<file path="src/logic/mmd_pkg.sv">
// ==========================================================
// memory map decoder constants
package mmd_pkg;
	localparam int ADDR_W      = 18;  // host address incl. bits 16,17
	localparam int DATA_W      = 16;  // host data bus width
	localparam int BYTE_W      = 8;   // device data width
	localparam int SECTORS     = 8;   // flash sectors
	localparam int PAGE_W      = 3;   // page register width used
	localparam int SECT_LSB    = 14;  // 16k sector size
	localparam logic [17:0] CTRL_LAST  = 18'h000ff; // control block end
	localparam logic [17:0] WIN_LAST   = 18'h03fff; // overlay window end
	localparam logic [17:0] FLASH_LAST = 18'h1ffff; // 128k flat end
	localparam logic [7:0]  PAGE_OFS   = 8'he0;     // page register offset
	localparam logic [7:0]  PAGE_RST   = 8'h00;     // page reset value
	localparam logic [17:0] EXT_FIRST  = 18'h00200; // peripheral select start
	localparam logic [17:0] EXT_LAST   = 18'h00207; // peripheral select end
	localparam logic [15:0] OVL_BASE   = 16'h0000;  // overlay window base
	localparam logic [15:0] OVL_A13    = 16'h2000;  // host address line 13
endpackage

</file>
<file path="src/logic/mmd_bus_if.sv">
`timescale 1ns/1ps
// ==========================================================
// host memory bus between host end and device end
interface mmd_bus_if;
	import mmd_pkg::*;
	logic [ADDR_W-1:0] addr;
	logic              io_strobe_n;
	logic              data_strobe_n;
	logic              byte_dma_strobe_n;
	logic              wr_n;
	logic              rd_n;
	logic [DATA_W-1:0] wdata;
	logic [DATA_W-1:0] rdata;

	modport host (
		output addr, io_strobe_n, data_strobe_n, byte_dma_strobe_n,
		output wr_n, rd_n, wdata,
		input  rdata
	);
	modport device (
		input  addr, io_strobe_n, data_strobe_n, byte_dma_strobe_n,
		input  wr_n, rd_n, wdata,
		output rdata
	);
endinterface

</file>
<file path="src/logic/mmd_device.sv">
`timescale 1ns/1ps
// Operation
// - control select for 0x00-0xff on io strobe only
// - host ignores upper byte of io transfers
// - byte dma shows flash as flat 128k
// - byte dma sector n at n*0x4000
// - overlay sector equals page, window 0x0000-0x3fff
// - host pages flash via page register
// - host widens window using address line 13
// - host ignores upper byte of data transfers
// - host unlocks, programs byte, checks status
// - byte dma accepts writes as well as reads
// - eight independent sector select outputs
// - address bits 16, 17 enter via port pins
// - optional peripheral chip select from decode
// - page register read/write at offset 0xe0
module mmd_device (
	// clock and reset
	input  wire logic                        clk,
	input  wire logic                        rst,
	// host bus
	mmd_bus_if.device                        bus,
	// host address bits 16 and 17 on port pins
	input  wire logic [1:0]                  port_addr_hi,
	// decoded selects
	output logic                             ctrl_select_q,
	output logic [mmd_pkg::SECTORS-1:0]      flash_sector_select_q,
	output logic                             flash_write_q,
	output logic                             ext_select_q,
	output logic [mmd_pkg::PAGE_W-1:0]       page_q
);
	import mmd_pkg::*;

	// ==========================================================
	// internal nets
	// assembled host address
	logic [ADDR_W-1:0]  full_addr;
	// page register and its write enable
	logic [BYTE_W-1:0]  page_reg_q;
	logic               page_we;
	// strobe levels, active high inside the block
	logic               io_act;
	logic               dm_act;
	logic               bd_act;
	// exactly one strobe of the three active
	logic               io_only;
	logic               dm_only;
	logic               bd_only;
	// address ranges within the assembled address
	logic               in_ctrl_range;
	logic               in_win_range;
	logic               in_flash_range;
	logic               in_ext_range;
	// region hits
	logic               ctrl_hit;
	logic               page_hit;
	logic               win_hit;
	logic               flat_hit;
	logic               ext_hit;
	// sector indices for the two flash views
	logic [PAGE_W-1:0]  flat_sector;
	logic [PAGE_W-1:0]  ovl_sector;
	// per sector product terms and next selects
	logic [SECTORS-1:0] flat_term;
	logic [SECTORS-1:0] ovl_term;
	logic [SECTORS-1:0] sect_d;
	// next values of the remaining outputs
	logic               flash_hit;
	logic               host_write;
	logic               host_read;
	logic               flash_write_d;
	logic [BYTE_W-1:0]  rd_byte;
	logic [DATA_W-1:0]  rdata_d;

	// ==========================================================
	// address assembly
	// high bits come from port pins, low bits from the bus
	assign full_addr = {port_addr_hi, bus.addr[15:0]};

	// ==========================================================
	// strobe qualification
	// strobes arrive as active low levels
	assign io_act  = !bus.io_strobe_n;
	assign dm_act  = !bus.data_strobe_n;
	assign bd_act  = !bus.byte_dma_strobe_n;

	// two strobes at once is a host fault, so nothing answers then
	assign io_only = io_act && !dm_act && !bd_act;
	assign dm_only = dm_act && !io_act && !bd_act;
	assign bd_only = bd_act && !io_act && !dm_act;

	// ==========================================================
	// address ranges
	// ranges use the full address, port pin bits included, so a set
	// bit 16 or 17 leaves both the control block and the window
	assign in_ctrl_range  = (full_addr <= CTRL_LAST);
	assign in_win_range   = (full_addr <= WIN_LAST);
	assign in_flash_range = (full_addr <= FLASH_LAST);
	assign in_ext_range   = (full_addr >= EXT_FIRST)
		&& (full_addr <= EXT_LAST);

	// ==========================================================
	// region decode
	// control block and page register live in io space only
	assign ctrl_hit = io_only && in_ctrl_range;
	assign page_hit = ctrl_hit && (full_addr[7:0] == PAGE_OFS);
	assign page_we  = page_hit && host_write;
	// flash in the overlay window and in flat byte dma space
	assign win_hit  = dm_only && in_win_range;
	assign flat_hit = bd_only && in_flash_range;
	// optional peripheral select shares the io decode
	assign ext_hit  = io_only && in_ext_range;

	// ==========================================================
	// sector indices
	// flat view: address bits above one sector pick the sector
	assign flat_sector = full_addr[SECT_LSB+PAGE_W-1:SECT_LSB];
	// overlay view: the page register picks the sector
	assign ovl_sector  = page_reg_q[PAGE_W-1:0];

	// ==========================================================
	// per sector decode
	// each sector has a flat term and an overlay term, so one
	// sector can sit in both spaces at once
	genvar gi;
	generate
		for (gi = 0; gi < SECTORS; gi++) begin : g_sect
			// flat byte dma term, one 16k slice each
			assign flat_term[gi] = flat_hit
				&& (flat_sector == PAGE_W'(gi));
			// paged overlay term, the window shows the current page
			assign ovl_term[gi] = win_hit
				&& (ovl_sector == PAGE_W'(gi));
			// independent select per sector
			assign sect_d[gi] = flat_term[gi] || ovl_term[gi];
		end
	endgenerate

	// ==========================================================
	// output next values
	// host direction from its active low strobes
	assign host_write    = !bus.wr_n;
	assign host_read     = !bus.rd_n;
	// a write is flagged in either flash view
	assign flash_hit     = |sect_d;
	assign flash_write_d = flash_hit && host_write;
	// only the page register reads back, other offsets read zero
	assign rd_byte = (page_hit && host_read) ? page_reg_q : '0;
	// byte wide device, upper byte driven zero
	assign rdata_d = {{(DATA_W-BYTE_W){1'b0}}, rd_byte};

	// ==========================================================
	// page register, written over io space
	always_ff @(posedge clk or posedge rst) begin
		if (rst) begin
			page_reg_q <= PAGE_RST;
		end else if (page_we) begin
			page_reg_q <= bus.wdata[BYTE_W-1:0];
		end
	end

	// low page bits for outside, loaded with the register itself so
	// they never lag the overlay decode
	always_ff @(posedge clk or posedge rst) begin
		if (rst) begin
			page_q <= PAGE_RST[PAGE_W-1:0];
		end else if (page_we) begin
			page_q <= bus.wdata[PAGE_W-1:0];
		end
	end

	// ==========================================================
	// registered outputs
	// control block select
	always_ff @(posedge clk or posedge rst) begin
		if (rst) begin
			ctrl_select_q <= 1'b0;
		end else begin
			ctrl_select_q <= ctrl_hit;
		end
	end

	// flash sector selects
	always_ff @(posedge clk or posedge rst) begin
		if (rst) begin
			flash_sector_select_q <= '0;
		end else begin
			flash_sector_select_q <= sect_d;
		end
	end

	// flash write flag, raised in both flash spaces
	always_ff @(posedge clk or posedge rst) begin
		if (rst) begin
			flash_write_q <= 1'b0;
		end else begin
			flash_write_q <= flash_write_d;
		end
	end

	// peripheral select
	always_ff @(posedge clk or posedge rst) begin
		if (rst) begin
			ext_select_q <= 1'b0;
		end else begin
			ext_select_q <= ext_hit;
		end
	end

	// read data towards the host, one cycle after the request
	always_ff @(posedge clk or posedge rst) begin
		if (rst) begin
			bus.rdata <= '0;
		end else begin
			bus.rdata <= rdata_d;
		end
	end
endmodule

</file>
<file path="src/flat_wrapper.sv">
// flat-port wrapper written by rule: the top's interface ports become plain ports
module mmd_device_flat import mmd_pkg::*;
  (clk, rst, port_addr_hi, ctrl_select_q, flash_sector_select_q, flash_write_q, ext_select_q, page_q, bus_addr, bus_io_strobe_n, bus_data_strobe_n, bus_byte_dma_strobe_n, bus_wr_n, bus_rd_n, bus_wdata, bus_rdata);
  mmd_bus_if bus_i ();
  input  wire logic clk;
  input  wire logic rst;
  input  wire logic [1:0] port_addr_hi;
  output logic ctrl_select_q;
  output logic [mmd_pkg::SECTORS-1:0] flash_sector_select_q;
  output logic flash_write_q;
  output logic ext_select_q;
  output logic [mmd_pkg::PAGE_W-1:0] page_q;
  input wire logic [$bits(bus_i.addr)-1:0] bus_addr;
  input wire logic [$bits(bus_i.io_strobe_n)-1:0] bus_io_strobe_n;
  input wire logic [$bits(bus_i.data_strobe_n)-1:0] bus_data_strobe_n;
  input wire logic [$bits(bus_i.byte_dma_strobe_n)-1:0] bus_byte_dma_strobe_n;
  input wire logic [$bits(bus_i.wr_n)-1:0] bus_wr_n;
  input wire logic [$bits(bus_i.rd_n)-1:0] bus_rd_n;
  input wire logic [$bits(bus_i.wdata)-1:0] bus_wdata;
  output wire logic [$bits(bus_i.rdata)-1:0] bus_rdata;
  assign bus_i.addr = bus_addr;
  assign bus_i.io_strobe_n = bus_io_strobe_n;
  assign bus_i.data_strobe_n = bus_data_strobe_n;
  assign bus_i.byte_dma_strobe_n = bus_byte_dma_strobe_n;
  assign bus_i.wr_n = bus_wr_n;
  assign bus_i.rd_n = bus_rd_n;
  assign bus_i.wdata = bus_wdata;
  assign bus_rdata = bus_i.rdata;
  mmd_device u_core (.clk(clk), .rst(rst), .bus(bus_i), .port_addr_hi(port_addr_hi), .ctrl_select_q(ctrl_select_q), .flash_sector_select_q(flash_sector_select_q), .flash_write_q(flash_write_q), .ext_select_q(ext_select_q), .page_q(page_q));
endmodule
</file>
<file path="config.mk">
export PLATFORM = sky130hd
export DESIGN_NAME = mmd_device_flat
export DESIGN_NICKNAME = d
export VERILOG_FILES = /design/src/logic/mmd_pkg.sv /design/src/logic/mmd_bus_if.sv /design/src/logic/mmd_device.sv /design/src/flat_wrapper.sv
export SDC_FILE = /design/constraint.sdc
export NUM_CORES = 1
export LEC_CHECK = 0
export ABC_CLOCK_PERIOD_IN_PS = 1300
export BUFFER_PORTS_ARGS = -buffer_cell sky130_fd_sc_hd__buf_2
export CAP_MARGIN = 30
export CORE_MARGIN = 4
export CORE_UTILIZATION = 42
export DETAILED_ROUTE_END_ITERATION = 6
export HOLD_SLACK_MARGIN = 0.05
export PLACE_DENSITY = 0.79
export REMOVE_ABC_BUFFERS = 1
export SYNTH_ARGS = -nofsm -noshare
export SYNTH_HDL_FRONTEND = slang
export SYNTH_SLANG_ARGS = --single-unit
</file>
<file path="constraint.sdc">
create_clock -name clk -period 1.3 [get_ports clk]
set_input_delay 0.26 -clock clk [delete_from_list [all_inputs] [get_ports clk]]
set_output_delay 0.26 -clock clk [all_outputs]
set_load 0.02 [all_outputs]
</file>
==> results of run 1 <==
==> layer usage <==
metal | track usage (%) | vias up | wire length (um)
met5 | 0 | - | 0
met4 | 6.50 | 0 | 26
met3 | 1.89 | 2 | 279
met2 | 24.3 | 46 | 1380
met1 | 17.9 | 463 | 963
li1 | - | 462 | -
==> kinds of logic after synthesis <==
| family | count (synthesis) | synth area share, % |
|---|---|---|
| and+or+nand+nor | 38 | 22.7 |
| muxes | 8 | 7.60 |
| DFF | 27 | 57.0 |
| AOI/OAI and AO/OA | 9 | 5.07 |
| buffers and inverters | 12 | 7.29 |
| other | 1 | 0.316 |
==> flip-flops by register name (all words and copies together), names as in the netlist <==
register / flops
u_core.bus.rdata: 8
u_core.ext_select_q: 1
u_core.flash_write_q: 1
u_core.page_reg_q: 8
u_core.flash_sector_select_q: 8
u_core.ctrl_select_q: 1
==> cell type report <==
| cell class | count | area [um2] |
|---|---|---|
| Inverter | 1 | 3.75 |
| Clock buffer | 3 | 22.5 |
| Clock inverter | 1 | 7.51 |
| Sequential cell | 27 | 676 |
| Fill cell | 206 | 940 |
| Multi-Input combinational cell | 63 | 494 |
| Tap cell | 30 | 37.5 |
| Timing Repair Buffer | 69 | 409 |
==> what timing repair did <==
| action | CTS | global route |
|---|---|---|
| setup buffers | 1 | 1 |
| endpoints found under the hold margin | 27 | 0 |
| resized for setup | 15 | 2 |
| pin swaps | 3 | 2 |
| hold buffers | 1 | 0 |
| setup endpoints to repair | 8 | 18 |
==> through the flow <==
step	instance area [um2]	setup TNS, ns
after global routing	1650	-2.06
after CTS	1630	-1.71
after floorplan	1130	-4.77
after global placement	1530	-6.80
final	1650	-1.01
after detailed placement	1530	-8.30
==> how the worst min path moves through the flow <==
stage | from | endpoint | cells after the start | slack, ns
floorplan | rst | u_core.bus.rdata[0]$_DFF_PP0_ | 1 | 0.31
global route | bus_addr[6] | u_core.ext_select_q$_DFF_PP0_ | 2 | 0.06
CTS | bus_addr[6] | u_core.ext_select_q$_DFF_PP0_ | 2 | 0.08
global placement | rst | u_core.bus.rdata[3]$_DFF_PP0_ | 3 | 0.32
finish | bus_addr[6] | u_core.ext_select_q$_DFF_PP0_ | 2 | 0.08
detailed placement | rst | u_core.bus.rdata[7]$_DFF_PP0_ | 3 | 0.33
==> where the power goes <==
group / internal [mW] / total, mW / switching [mW]
Clock: 0.118 / 0.366 / 0.248
Combinational: 0.0706 / 0.160 / 0.0897
Sequential: 0.842 / 0.843 / 0.000415
Total: 1.03 / 1.37 / 0.338
==> critical path: cells and delay by family <==
family	cells	cell delay (ns)
and+or+nand+nor	3	0.60
buffers and inverters	3	0.44
muxes	1	0.31
==> layout by cell type, fill, tap and decap left out, types with 2 or more instances in the layout <==
master                     netlist  layout
sky130_fd_sc_hd__mux2_4          0       8
sky130_fd_sc_hd__o22ai_1         6       6
sky130_fd_sc_hd__nand2b_1        4       4
sky130_fd_sc_hd__nand4_1         2       2
sky130_fd_sc_hd__buf_2           0      52
sky130_fd_sc_hd__nand2_1         4       4
sky130_fd_sc_hd__o32ai_1         2       2
sky130_fd_sc_hd__buf_6           0       3
sky130_fd_sc_hd__nand3b_1        2       2
sky130_fd_sc_hd__nor4_4          2       3
sky130_fd_sc_hd__nor2_1          3       3
sky130_fd_sc_hd__and2_1          8       8
sky130_fd_sc_hd__dfrtp_1        27      27
sky130_fd_sc_hd__nand4b_1        2       2
sky130_fd_sc_hd__buf_4          11      12
sky130_fd_sc_hd__conb_1          1       8
sky130_fd_sc_hd__clkbuf_4        0       3
==> PnR_summary.wiki, run 1 <==
{| class="wikitable"
! Metric !! Value
|-
| Outcome || finished, violations left
|-
| Violations in the final reports || setup timing
|-
| Endpoint type of the worst setup path || register
|-
| Maximum operating frequency || 713 MHz
|-
| RSZ-0062 raised after global routing || true
|-
| Min setup slack post-route || -0.103 ns
|-
| Number of primary I/O pins || 73
|-
| Routed Antenna Nets || 0
|-
| CP Cell Sequence || buf_8 -> nor4_4 -> nand4_2 -> buf_6 -> nor4_4 -> buf_6 -> mux2_4
|-
| Leakage power total || between 0.8 and 0.9 nW
|-
| Worst Clk Skew || 0.000484 ns
|-
| Post-layout minimum cycle time || between 1 and 1.5 ns
|-
| IO buf count || 54
|-
| Number of synthesized flops with an enable pin || 0
|-
| Leading cell types by count after synthesis || 27 x sky130_fd_sc_hd__dfrtp_1, 11 x sky130_fd_sc_hd__buf_4, 8 x sky130_fd_sc_hd__and2_1, 8 x sky130_fd_sc_hd__mux2_2, 6 x sky130_fd_sc_hd__o22ai_1
|-
| Top cells by area in the synthesized netlist || sky130_fd_sc_hd__dfrtp_1 57%, sky130_fd_sc_hd__mux2_2 7.6%, sky130_fd_sc_hd__buf_4 7.0%
|-
| Die width || a little over 60 um
|-
| Clk Latency, worst-skew pair || 0.32 ns
|-
| Weighted congestion reported at the end of routability-driven placement || between 0.7 and 0.8
|-
| Post-Synthesis Mean Instance Area || ~12 um2
|-
| Seq cells post-synth || 27
|-
| Cell count after synthesis || 95
|-
| Element type at the critical path start || input pin
|-
| Core Area || around 2600 um2
|-
| Iteration count of the initial detailed-routing pass || 4
|-
| Maximum fanout encountered on the critical timing path || 8
|-
| Data required time of the critical path || between 1.5 and 2 ns
|-
| Worst hold slack || ~0.085 ns
|-
| Ant diodes || 0
|-
| Worst supply voltage drop on vdd || around 0.66 mV
|-
| Share of async-settable or async-resettable flops after synthesis || between 90% and 100%
|-
| Cell taking the most area after synthesis || sky130_fd_sc_hd__dfrtp_1
|-
| Via-per-instance ratio || 5.02
|-
| Crit. Startpoint || bus_addr[15]
|-
| Total number of vias || 973
|-
| Worst Hold Class || in -> reg
|-
| Initial detailed-routing violation count || 15
|-
| YS warnings || 0
|-
| Power consumption || between 1 and 1.5 mW
|-
| Share of the yosys chip area belonging to registers || around 57%
|-
| Total count of max-transition violations in the final report || 0
|-
| Leftover overflow at the end of global routing || 0
|-
| Vias in the first global route || approximately 950
|-
| CP max stage delay || ~0.31 ns
|-
| Initial core utilization || a little under half
|-
| Netlist area before placement || 1180 um2
|-
| Count of placed standard cells including taps || approximately 190
|-
| Util after Layout || a little under two thirds
|-
| Top cell type's share of synthesized area || a little under three fifths
|-
| Number of clock buffers inserted by TritonCTS || 3
|-
| Non-filler cells, final || approximately 190
|-
| Height of the die || approximately 61 um
|-
| Power density relative to cell area || approximately 830 nW/um2
|-
| Part of the cycle the worst path needs || 108%
|-
| Highest-delay cell along the critical path || sky130_fd_sc_hd__nor4_4
|-
| Area Growth Syn to Fin || 39.3%
|-
| CTS H-Tree Depth || 1
|-
| Dominant register cell in the synthesized netlist || sky130_fd_sc_hd__dfrtp_1
|-
| Global-route total usage across every layer || about 14%
|-
| Max Cap Viol || 0
|-
| Final hold violations || 0
|-
| CTS sink cnt || 27
|-
| Data arrival time of the worst path || 1.63 ns
|-
| Crit Path Category || in -> reg
|-
| First-pass GRT wire length || roughly 4000 um
|-
| Buffer depth of the longest clock path || 2
|-
| Clock tree from TritonCTS || yes
|-
| Overall die area || about 3700 um2
|-
| Register-to-register setup slack || 0.25 ns
|-
| Number of core rows || 18
|-
| Net count, final || about 210
|-
| Pre-CTS worst setup slack || -0.592 ns
|-
| Placed wire-length estimate after detailed placement || ~2100 um
|-
| Number of library cell types mapped by synthesis || 26
|-
| Largest net degree at the start of global routing || 28
|-
| Critical path endpoint || u_core.page_reg_q[5]$_DFFE_PP0P_
|-
| Share of cells above drive strength 1 || ~52%
|-
| DRC violation count after routing || 0
|-
| Most frequent cell after synthesis || sky130_fd_sc_hd__dfrtp_1
|-
| Origin of the critical flop-to-flop path || u_core.page_reg_q[2]$_DFFE_PP0P_
|-
| Clock root buffer master || sky130_fd_sc_hd__clkbuf_4
|-
| Antenna violations before repair || 0
|-
| Logic depth of the worst register-to-register path || 2
|-
| Clock-pin slew of the registers on the worst-case setup and hold paths || roughly 0.14 ns
|-
| Sum of routed wire length over all layers || ~2600 um
|-
| Final setup fails || 16
|-
| Worst reg2reg path endpoint || u_core.flash_sector_select_q[0]$_DFF_PP0_
|-
| DR WL/cell || around 14 um
|}
Power figures use the tool's default switching activity.
==> run 2: changes to the inputs <==
--- a/config.mk
+++ b/config.mk
@@ -5,11 +5,12 @@
 export SDC_FILE = /design/constraint.sdc
 export NUM_CORES = 1
 export LEC_CHECK = 0
+export ABC_AREA = 1
 export ABC_CLOCK_PERIOD_IN_PS = 1300
 export BUFFER_PORTS_ARGS = -buffer_cell sky130_fd_sc_hd__buf_2
 export CAP_MARGIN = 30
 export CORE_MARGIN = 4
-export CORE_UTILIZATION = 42
+export CORE_UTILIZATION = 44
 export DETAILED_ROUTE_END_ITERATION = 6
 export HOLD_SLACK_MARGIN = 0.05
 export PLACE_DENSITY = 0.79
==> run 2 against run 1 <==
Net effect:
- the flow now finishes without violations
- fmax rose by 8.8%
- sequential power barely moved
- combinational power rose by 7%
- highest routed layer unchanged
- largest cell class unchanged
- first-iteration DRC count rose to 2.8 times the previous value
- largest power group unchanged
==> PnR_summary.wiki, run 2 <==
{| class="wikitable"
! Metric !! Value
|-
| Placed cell area || 1770 um2 (was 1530 um2)
|-
| DRC violation count after routing || 0 (unchanged)
|-
| Cell count after synthesis || 157 (was 95)
|-
| Clock tree from TritonCTS || yes (unchanged)
|-
| Number of core rows || 19 (was 18)
|-
| Overall die area || 3990 um2 (was 3740 um2)
|-
| Power consumption || 1.39 mW (was 1.37 mW)
|-
| Commonest cells after routing, fill and taps aside || 52 x sky130_fd_sc_hd__buf_2, 32 x sky130_fd_sc_hd__nor2_1, 30 x sky130_fd_sc_hd__nand2_1 (was 52 x sky130_fd_sc_hd__buf_2, 27 x sky130_fd_sc_hd__dfrtp_1, 12 x sky130_fd_sc_hd__buf_4)
|-
| Final setup fails || 0 (was 16)
|-
| Buffer depth of the longest clock path || 2 (unchanged)
|-
| Clock root buffer master || sky130_fd_sc_hd__clkbuf_4 (unchanged)
|-
| Seq cells post-synth || 27 (unchanged)
|-
| Data required time of the critical path || 1.04 ns (was 1.52 ns)
|-
| YS warnings || 0 (unchanged)
|-
| Global-route total usage across every layer || 15.9% (was 14.3%)
|-
| Leading registers by flop count || u_core.bus.rdata (8), u_core.flash_sector_select_q (8), u_core.page_reg_q (8) (unchanged)
|-
| Leading cell types by count after synthesis || 35 x sky130_fd_sc_hd__nor2_1, 32 x sky130_fd_sc_hd__nand2_1, 27 x sky130_fd_sc_hd__dfrtp_1, 16 x sky130_fd_sc_hd__inv_1, 11 x sky130_fd_sc_hd__buf_4 (was 27 x sky130_fd_sc_hd__dfrtp_1, 11 x sky130_fd_sc_hd__buf_4, 8 x sky130_fd_sc_hd__and2_1, 8 x sky130_fd_sc_hd__mux2_2, 6 x sky130_fd_sc_hd__o22ai_1)
|-
| Total number of vias || 1236 (was 973)
|-
| Weighted congestion reported at the end of routability-driven placement || 0.795 (was 0.731)
|-
| Element type at the critical path start || register (was input pin)
|-
| Crit Path Category || reg -> out (was in -> reg)
|-
| Placed wire-length estimate after detailed placement || 2330 um (was 2130 um)
|-
| Clock-pin slew of the registers on the worst-case setup and hold paths || 0.14 ns (about the same)
|-
| Top cells by area in the synthesized netlist || sky130_fd_sc_hd__dfrtp_1 50%, sky130_fd_sc_hd__nor2_1 9.8%, sky130_fd_sc_hd__nand2_1 9.0% (was sky130_fd_sc_hd__dfrtp_1 57%, sky130_fd_sc_hd__mux2_2 7.6%, sky130_fd_sc_hd__buf_4 7.0%)
|-
| Crit. Startpoint || u_core.page_reg_q[1]$_DFFE_PP0P_ (was bus_addr[15])
|-
| Share of cells above drive strength 1 || 47.9% (was 51.8%)
|-
| Data arrival time of the worst path || 1.03 ns (was 1.63 ns)
|-
| Worst Hold Class || in -> reg (unchanged)
|-
| Dominant register cell in the synthesized netlist || sky130_fd_sc_hd__dfrtp_1 (unchanged)
|-
| Top cell type's share of synthesized area || 50.4% (was 57.0%)
|-
| Cell taking the most area after synthesis || sky130_fd_sc_hd__dfrtp_1 (unchanged)
|-
| Core Area || 2830 um2 (was 2590 um2)
|-
| Worst Clk Skew || 0.00206 ns (was 0.000484 ns)
|-
| Height of the die || 63.2 um (was 61.1 um)
|-
| Share of async-settable or async-resettable flops after synthesis || 100% (unchanged)
|-
| Clk Latency, worst-skew pair || 0.33 ns (was 0.32 ns)
|-
| Maximum fanout encountered on the critical timing path || 5 (was 8)
|-
| Worst reg2reg path endpoint || u_core.flash_write_q$_DFF_PP0_ (was u_core.flash_sector_select_q[0]$_DFF_PP0_)
|-
| TNS Setup || 0 ns (was -1.01 ns)
|-
| Sum of routed wire length over all layers || 3110 um (was 2650 um)
|-
| Power density relative to cell area || 745 nW/um2 (was 829 nW/um2)
|-
| Most frequent cell after synthesis || sky130_fd_sc_hd__nor2_1 (was sky130_fd_sc_hd__dfrtp_1)
|-
| Register-to-register setup slack || 0.06 ns (was 0.25 ns)
|-
| Final hold violations || 0 (unchanged)
|-
| Highest-delay cell along the critical path || sky130_fd_sc_hd__dfrtp_1 (was sky130_fd_sc_hd__nor4_4)
|-
| Non-filler cells, final || 267 (was 194)
|-
| Ant diodes || 0 (unchanged)
|-
| CP max stage delay || 0.43 ns (was 0.31 ns)
|-
| Cell with the most instances on the worst path || sky130_fd_sc_hd__buf_6
|-
| Via-per-instance ratio || 4.63 (was 5.02)
|-
| Initial detailed-routing violation count || 42 (was 15)
|-
| Number of synthesized flops with an enable pin || 0 (unchanged)
|-
| Number of library cell types mapped by synthesis || 17 (was 26)
|-
| Netlist area before placement || 1340 um2 (was 1180 um2)
|-
| Total count of max-transition violations in the final report || 0 (unchanged)
|-
| Util after Layout || 65.8% (was 63.7%)
|-
| Iteration count of the initial detailed-routing pass || 4 (unchanged)
|-
| Endpoint type of the worst setup path || output port (was register)
|-
| Post-Synthesis Mean Instance Area || 8.54 um2 (was 12.5 um2)
|-
| Count of placed standard cells including taps || 262 (was 187)
|-
| Number of clock buffers inserted by TritonCTS || 3 (unchanged)
|-
| CTS H-Tree Depth || 1 (unchanged)
|-
| Most common library cell in the layout ignoring fill and taps || sky130_fd_sc_hd__buf_2 (unchanged)
|-
| Antenna violations before repair || 0 (unchanged)
|-
| IO buf count || 54 (unchanged)
|-
| Number of filler instances in the final layout || 257 (was 206)
|-
| Logic depth of the worst register-to-register path || 8 (was 2)
|-
| Vias in the first global route || 1186 (was 945)
|-
| Share of the yosys chip area belonging to registers || 50.4% (was 57.0%)
|-
| RSZ-0062 raised after global routing || true (unchanged)
|-
| Area Growth Syn to Fin || 38.8% (was 39.3%)
|-
| Worst supply voltage drop on vdd || 0.379 mV (was 0.663 mV)
|-
| Post-CTS Setup Inserts || 0 (was 1)
|-
| Largest net degree at the start of global routing || 28 (unchanged)
|-
| Post-Layout Inst Area || 1860 um2 (was 1650 um2)
|-
| CP Cell Sequence || buf_6 -> buf_6 (was buf_8 -> nor4_4 -> nand4_2 -> buf_6 -> nor4_4 -> buf_6 -> mux2_4)
|-
| First-pass GRT wire length || 4980 um (was 3950 um)
|-
| Leakage power total || 1.13 nW (was 0.883 nW)
|-
| CTS sink cnt || 27 (unchanged)
|-
| Maximum operating frequency || 775 MHz (was 713 MHz)
|-
| Part of the cycle the worst path needs || 99.2% (was 108%)
|-
| Initial core utilization || 47.4% (was 45.7%)
|-
| Critical path endpoint || page_q[1] (was u_core.page_reg_q[5]$_DFFE_PP0P_)
|-
| Post-layout minimum cycle time || 1.29 ns (was 1.40 ns)
|-
| DR WL/cell || 11.6 um (was 13.6 um)
|-
| Leftover overflow at the end of global routing || 0 (unchanged)
|-
| Max Cap Viol || 0 (unchanged)
|-
| Number of primary I/O pins || 73 (unchanged)
|-
| Origin of the critical flop-to-flop path || u_core.page_reg_q[2]$_DFFE_PP0P_ (unchanged)
|-
| Net count, final || 280 (was 208)
|-
| Outcome || complete, no violations (was finished, violations left)
|-
| Die width || 63.2 um (was 61.1 um)
|-
| Routed Antenna Nets || 0 (unchanged)
|}
-- run 2: cell types whose count changed after synthesis, moves of 9 or more --
cell and change:
sky130_fd_sc_hd__nand2_1 +28, sky130_fd_sc_hd__inv_1 +15, sky130_fd_sc_hd__nor2_1 +32, sky130_fd_sc_hd__nor3_1 +9
-- run 2: layout make-up --
cell class              count  area, um2  area share, %
clock buffers               3       22.5           1.21
multi-input cells         109        564           30.3
clock inverters             1       7.51          0.403
flip-flops and latches     27        677           36.4
well taps                  31       38.8           2.08
inverters                  16       62.6           3.36
repair buffers             80        488           26.2
-- run 2: report_power, final --
part | switching, mW | leakage [nW] | total [mW] | internal [mW]
logic | 0.0973 | 0.778 | 0.172 | 0.0745
clock network | 0.254 | 0.0139 | 0.372 | 0.118
registers | 0.000610 | 0.335 | 0.843 | 0.842
total | 0.352 | 1.13 | 1.39 | 1.03
-- run 2: what timing repair did --
item	CTS	global route
hold buffers	1	0
hold endpoints to repair	27	0
gates resized for setup	4	15
setup endpoints to repair	3	4
pin swaps	0	1
gates cloned	0	0
-- run 2: cell families after synthesis --
family	Yosys count	share of synthesized area (%)
compound gates	8	5.23
flops	27	50.4
buf+inv	28	11.5
simple gates	93	32.6
other cells	1	0.280
-- run 2: worst min path at each step --
| stage | from | to | cells after the start |
|---|---|---|---|
| 2_1_floorplan | rst | u_core.bus.rdata[0]$_DFF_PP0_ | 1 |
| 3_3_place_gp | rst | u_core.flash_sector_select_q[3]$_DFF_PP0_ | 3 |
| 3_5_place_dp | rst | u_core.page_reg_q[5]$_DFFE_PP0P_ | 3 |
| 4_1_cts | bus_wr_n | u_core.flash_write_q$_DFF_PP0_ | 2 |
| 5_1_grt | bus_wr_n | u_core.flash_write_q$_DFF_PP0_ | 2 |
| 6_report | bus_wr_n | u_core.flash_write_q$_DFF_PP0_ | 2 |
-- run 2: metrics by stage --
| step | hold WS, ns | worst slack, ns |
|---|---|---|
| finish | 0.0716 | 0.0101 |
| global route | 0.0629 | -0.0510 |
| CTS | 0.0639 | -0.00252 |
| detailed placement | 0.330 | -0.166 |
| global placement | 0.331 | -0.119 |
| floorplan | 0.313 | 0.0893 |
-- run 2: critical path: cells and delay by family, from the launching register on --
family                 cells  cell delay [ns]
buffers and inverters      2             0.27
DFF                        1             0.43
-- run 2: metal layers --
metal / share of wire (%) / vias to the layer above / GRT usage (%)
met4: 2.9 / 0 / 9.16
li1: - / 626 / -
met5: 0 / - / 0
met1: 40 / 541 / 18.2
met2: 47 / 62 / 26.4
met3: 9.9 / 7 / 4.62
==> run 3: changes to the inputs <==
--- a/config.mk
+++ b/config.mk
@@ -6,14 +6,15 @@
 export NUM_CORES = 1
 export LEC_CHECK = 0
 export ABC_AREA = 1
-export ABC_CLOCK_PERIOD_IN_PS = 1300
-export BUFFER_PORTS_ARGS = -buffer_cell sky130_fd_sc_hd__buf_2
+export ABC_CLOCK_PERIOD_IN_PS = 1620
+export BUFFER_PORTS_ARGS = -buffer_cell sky130_fd_sc_hd__buf_4
 export CAP_MARGIN = 30
 export CORE_MARGIN = 4
-export CORE_UTILIZATION = 44
+export CORE_UTILIZATION = 47
+export CTS_CLUSTER_SIZE = 8
 export DETAILED_ROUTE_END_ITERATION = 6
 export HOLD_SLACK_MARGIN = 0.05
-export PLACE_DENSITY = 0.79
+export PLACE_DENSITY = 0.84
 export REMOVE_ABC_BUFFERS = 1
 export SYNTH_ARGS = -nofsm -noshare
 export SYNTH_HDL_FRONTEND = slang
==> constraint.sdc (replaced) <==
create_clock -name clk -period 1.62 [get_ports clk]
set_input_delay 0.324 -clock clk [delete_from_list [all_inputs] [get_ports clk]]
set_output_delay 0.324 -clock clk [all_outputs]
set_load 0.02 [all_outputs]
==> run 3 against run 2 <==
Net effect:
- core utilization fell by 1.5 points
- clock-buffer cell count is 1 higher
- register-to-register slack improved by 0.19 ns
- final area decreased by 5.5%
- combinational power down 19%
- clock skew up 0.00076 ns
- first-iteration DRC count is 55% lower
- global-route usage about the same
- sequential share of layout area is 2.1 points higher
- highest routed layer is now met3
==> PnR_summary.wiki, run 3 (synthesis gave the netlist of run 2 again) <==
{| class="wikitable"
! Metric !! Value
|-
| Met3 track demand over resource || 2.94% (was 4.62%)
|-
| Share of cells above drive strength 1 || 36.3% (was 47.9%)
|-
| Most common library cell in the layout ignoring fill and taps || sky130_fd_sc_hd__buf_4 (was sky130_fd_sc_hd__buf_2)
|-
| Area Growth Syn to Fin || 31.2% (was 38.8%)
|-
| Layer carrying the most global-route usage || met2 (unchanged)
|-
| Worst supply voltage drop on vdd || 0.486 mV (was 0.379 mV)
|-
| CP Cell Sequence || inv_1 -> nor3_1 -> nand2_1 -> nand2_1 -> nor2_1 -> nand2_1 -> nor2_1 -> nor2_1 (was buf_6 -> buf_6)
|-
| CTS sink cnt || 27 (unchanged)
|-
| CTS resizes || 0 (was 4)
|-
| Max Cap Viol || 0 (unchanged)
|-
| Family of cells with the greatest summed delay on the critical path || simple AND/OR/NAND/NOR gates (was flip-flops)
|-
| Power density relative to cell area || 623 nW/um2 (was 745 nW/um2)
|-
| Int Power || 0.839 mW (was 1.03 mW)
|-
| Number of clock buffers inserted by TritonCTS || 3 (unchanged)
|-
| Total count of max-transition violations in the final report || 0 (unchanged)
|-
| Clock-pin slew of the registers on the worst-case setup and hold paths || 0.13 ns (was 0.14 ns)
|-
| Met2 track demand over resource || 26.7% (was 26.4%)
|-
| CTS H-Tree Depth || 1 (unchanged)
|-
| Iteration count of the initial detailed-routing pass || 6 (was 4)
|-
| Element type at the critical path start || register (unchanged)
|-
| Net count, final || 256 (was 280)
|-
| Total number of vias || 1145 (was 1236)
|-
| Count of buffer and inverter cells on the critical path || 1 (was 2)
|-
| Portion of total power attributed to combinational logic || 12.8% (was 12.4%)
|-
| Commonest cells after routing, fill and taps aside || 56 x sky130_fd_sc_hd__buf_4, 35 x sky130_fd_sc_hd__nor2_1, 32 x sky130_fd_sc_hd__nand2_1 (was 52 x sky130_fd_sc_hd__buf_2, 32 x sky130_fd_sc_hd__nor2_1, 30 x sky130_fd_sc_hd__nand2_1)
|-
| Part of the cycle the worst path needs || 84.8%
|-
| Clock network fraction of total power || 25.4% (was 26.8%)
|-
| IO buf count || 54 (unchanged)
|-
| Die width || 61.4 um (was 63.2 um)
|-
| Weighted congestion reported at the end of routability-driven placement || 0.766 (was 0.795)
|-
| Worst Clk Skew || 0.00282 ns (was 0.00206 ns)
|-
| First-pass GRT wire length || 4480 um (was 4980 um)
|-
| Core Area || 2730 um2 (was 2830 um2)
|-
| Worst reg2reg path endpoint || u_core.flash_write_q$_DFF_PP0_ (unchanged)
|-
| DR WL/cell || 11.3 um (was 11.6 um)
|-
| Initial detailed-routing violation count || 19 (was 42)
|-
| Leakage power total || 1.03 nW (was 1.13 nW)
|-
| Number of filler instances in the final layout || 254 (was 257)
|-
| Origin of the critical flop-to-flop path || u_core.page_reg_q[1]$_DFFE_PP0P_ (was u_core.page_reg_q[2]$_DFFE_PP0P_)
|-
| Hold-fix buffers, CTS || 0 (was 1)
|-
| Post-layout minimum cycle time || approximately 1.4 ns
|-
| Register-to-register setup slack || 0.25 ns (was 0.06 ns)
|-
| Initial core utilization || 49.0% (was 47.4%)
|-
| Switching power of the nets || 0.256 mW (was 0.352 mW)
|-
| Outcome || complete, no violations (unchanged)
|-
| Height of the die || 61.4 um (was 63.2 um)
|-
| Buffer depth of the longest clock path || 2 (unchanged)
|-
| Final setup fails || 0 (unchanged)
|-
| Worst hold slack || 0.0414 ns (was 0.0716 ns)
|-
| Leading registers by flop count || u_core.bus.rdata (8), u_core.flash_sector_select_q (8), u_core.page_reg_q (8) (unchanged)
|-
| Worst Hold Class || in -> async (was in -> reg)
|-
| Logic depth of the worst register-to-register path || 8 (unchanged)
|-
| CP max stage delay || 0.46 ns (was 0.43 ns)
|-
| Maximum operating frequency || between 700 and 800 MHz
|-
| Highest-delay cell along the critical path || sky130_fd_sc_hd__dfrtp_1 (unchanged)
|-
| Antenna violations before repair || 0 (unchanged)
|-
| Data required time of the critical path || 1.84 ns (was 1.04 ns)
|-
| Number of core rows || 19 (unchanged)
|-
| Switching Fraction || 23.4% (was 25.4%)
|-
| Clock root buffer master || sky130_fd_sc_hd__clkbuf_4 (unchanged)
|-
| Leftover overflow at the end of global routing || 0 (unchanged)
|-
| Clk Latency, worst-skew pair || 0.31 ns (was 0.33 ns)
|-
| Maximum fanout encountered on the critical timing path || 6 (was 5)
|-
| Routed Antenna Nets || 0 (unchanged)
|-
| Crit Path Category || reg -> reg (was reg -> out)
|-
| Portion of total power attributed to sequential cells || 61.8% (was 60.8%)
|-
| DRC violation count after routing || 0 (unchanged)
|-
| Vias in the first global route || 1070 (was 1186)
|-
| Via-per-instance ratio || 4.71 (was 4.63)
|-
| Ant diodes || 0 (unchanged)
|-
| Sum of routed wire length over all layers || 2740 um (was 3110 um)
|-
| Clock tree from TritonCTS || yes (unchanged)
|-
| Largest net degree at the start of global routing || 28 (unchanged)
|-
| Global-route total usage across every layer || 15.9% (about the same)
|-
| TNS Setup || 0 ns (unchanged)
|-
| Post-CTS Setup Inserts || 0 (unchanged)
|-
| Overall die area || 3770 um2 (was 3990 um2)
|-
| Met1 Usage GRT || 19.8% (was 18.2%)
|-
| Final hold violations || 0 (unchanged)
|-
| Endpoint type of the worst setup path || register (was output port)
|-
| Data arrival time of the worst path || 1.59 ns (was 1.03 ns)
|-
| Placed wire-length estimate after detailed placement || 2210 um (was 2330 um)
|-
| RSZ-0062 raised after global routing || false (was true)
|-
| Number of primary I/O pins || 73 (unchanged)
|}
-- run 3: worst reg2reg max path, stage by stage, from the launching register on --
cell                      delay (ns)
sky130_fd_sc_hd__dfrtp_1        0.46
sky130_fd_sc_hd__inv_1          0.21
sky130_fd_sc_hd__nor3_1         0.09
sky130_fd_sc_hd__nand2_1        0.07
sky130_fd_sc_hd__nand2_1        0.08
sky130_fd_sc_hd__nor2_1         0.10
sky130_fd_sc_hd__nand2_1        0.06
sky130_fd_sc_hd__nor2_1         0.16
sky130_fd_sc_hd__nor2_1         0.05
-- run 3: power by group through the flow --
stage	logic [mW]	registers, mW	clock network (mW)
final	0.140	0.676	0.278
after floorplan	0.0554	0.692	0
after global routing	0.158	0.677	0.316
after detailed placement	0.142	0.689	0
after global placement	0.139	0.689	0
after CTS	0.142	0.676	0.286
-- run 3: metal layers --
metal / part of all wire (%) / wire length [um]
met5: 0 / 0
met2: 49 / 1350
met4: 0 / 0
met3: 12 / 315
met1: 39 / 1070
-- run 3: stage by stage --
step	power, mW	utilization [%]	std cells	cell area, um2	worst slack (ns)
6_report	1.09	64.3	243	1760	0.245
5_1_grt	1.15	64.3	243	1760	0.132
4_1_cts	1.10	64.3	243	1760	0.272
3_5_place_dp	0.831	63.3	239	1730	0.0607
3_3_place_gp	0.828	63.3	239	1730	0.0592
2_1_floorplan	0.747	-	152	1270	0.354
-- run 3: layout make-up --
| cell class | instances | area [um2] | share of cell area (%) |
|---|---|---|---|
| Multi-Input combinational cell | 109 | 537 | 30.5 |
| Sequential cell | 27 | 676 | 38.4 |
| Timing Repair Buffer | 56 | 420 | 23.9 |
| Clock buffer | 4 | 26.3 | 1.49 |
| Tap cell | 31 | 38.8 | 2.21 |
| Inverter | 16 | 60.1 | 3.42 |
-- run 3: worst max-delay path by stage --
stage                                                start                               end  cells past startpoint
after floorplan                               bus_addr[14]  u_core.page_reg_q[0]$_DFFE_PP0P_                      6
after global placement                        bus_addr[14]  u_core.page_reg_q[3]$_DFFE_PP0P_                      7
after detailed placement                      bus_addr[14]  u_core.page_reg_q[3]$_DFFE_PP0P_                      7
after CTS                 u_core.page_reg_q[1]$_DFFE_PP0P_    u_core.flash_write_q$_DFF_PP0_                      8
after global routing      u_core.page_reg_q[0]$_DFFE_PP0P_    u_core.flash_write_q$_DFF_PP0_                      8
final                     u_core.page_reg_q[1]$_DFFE_PP0P_    u_core.flash_write_q$_DFF_PP0_                      8
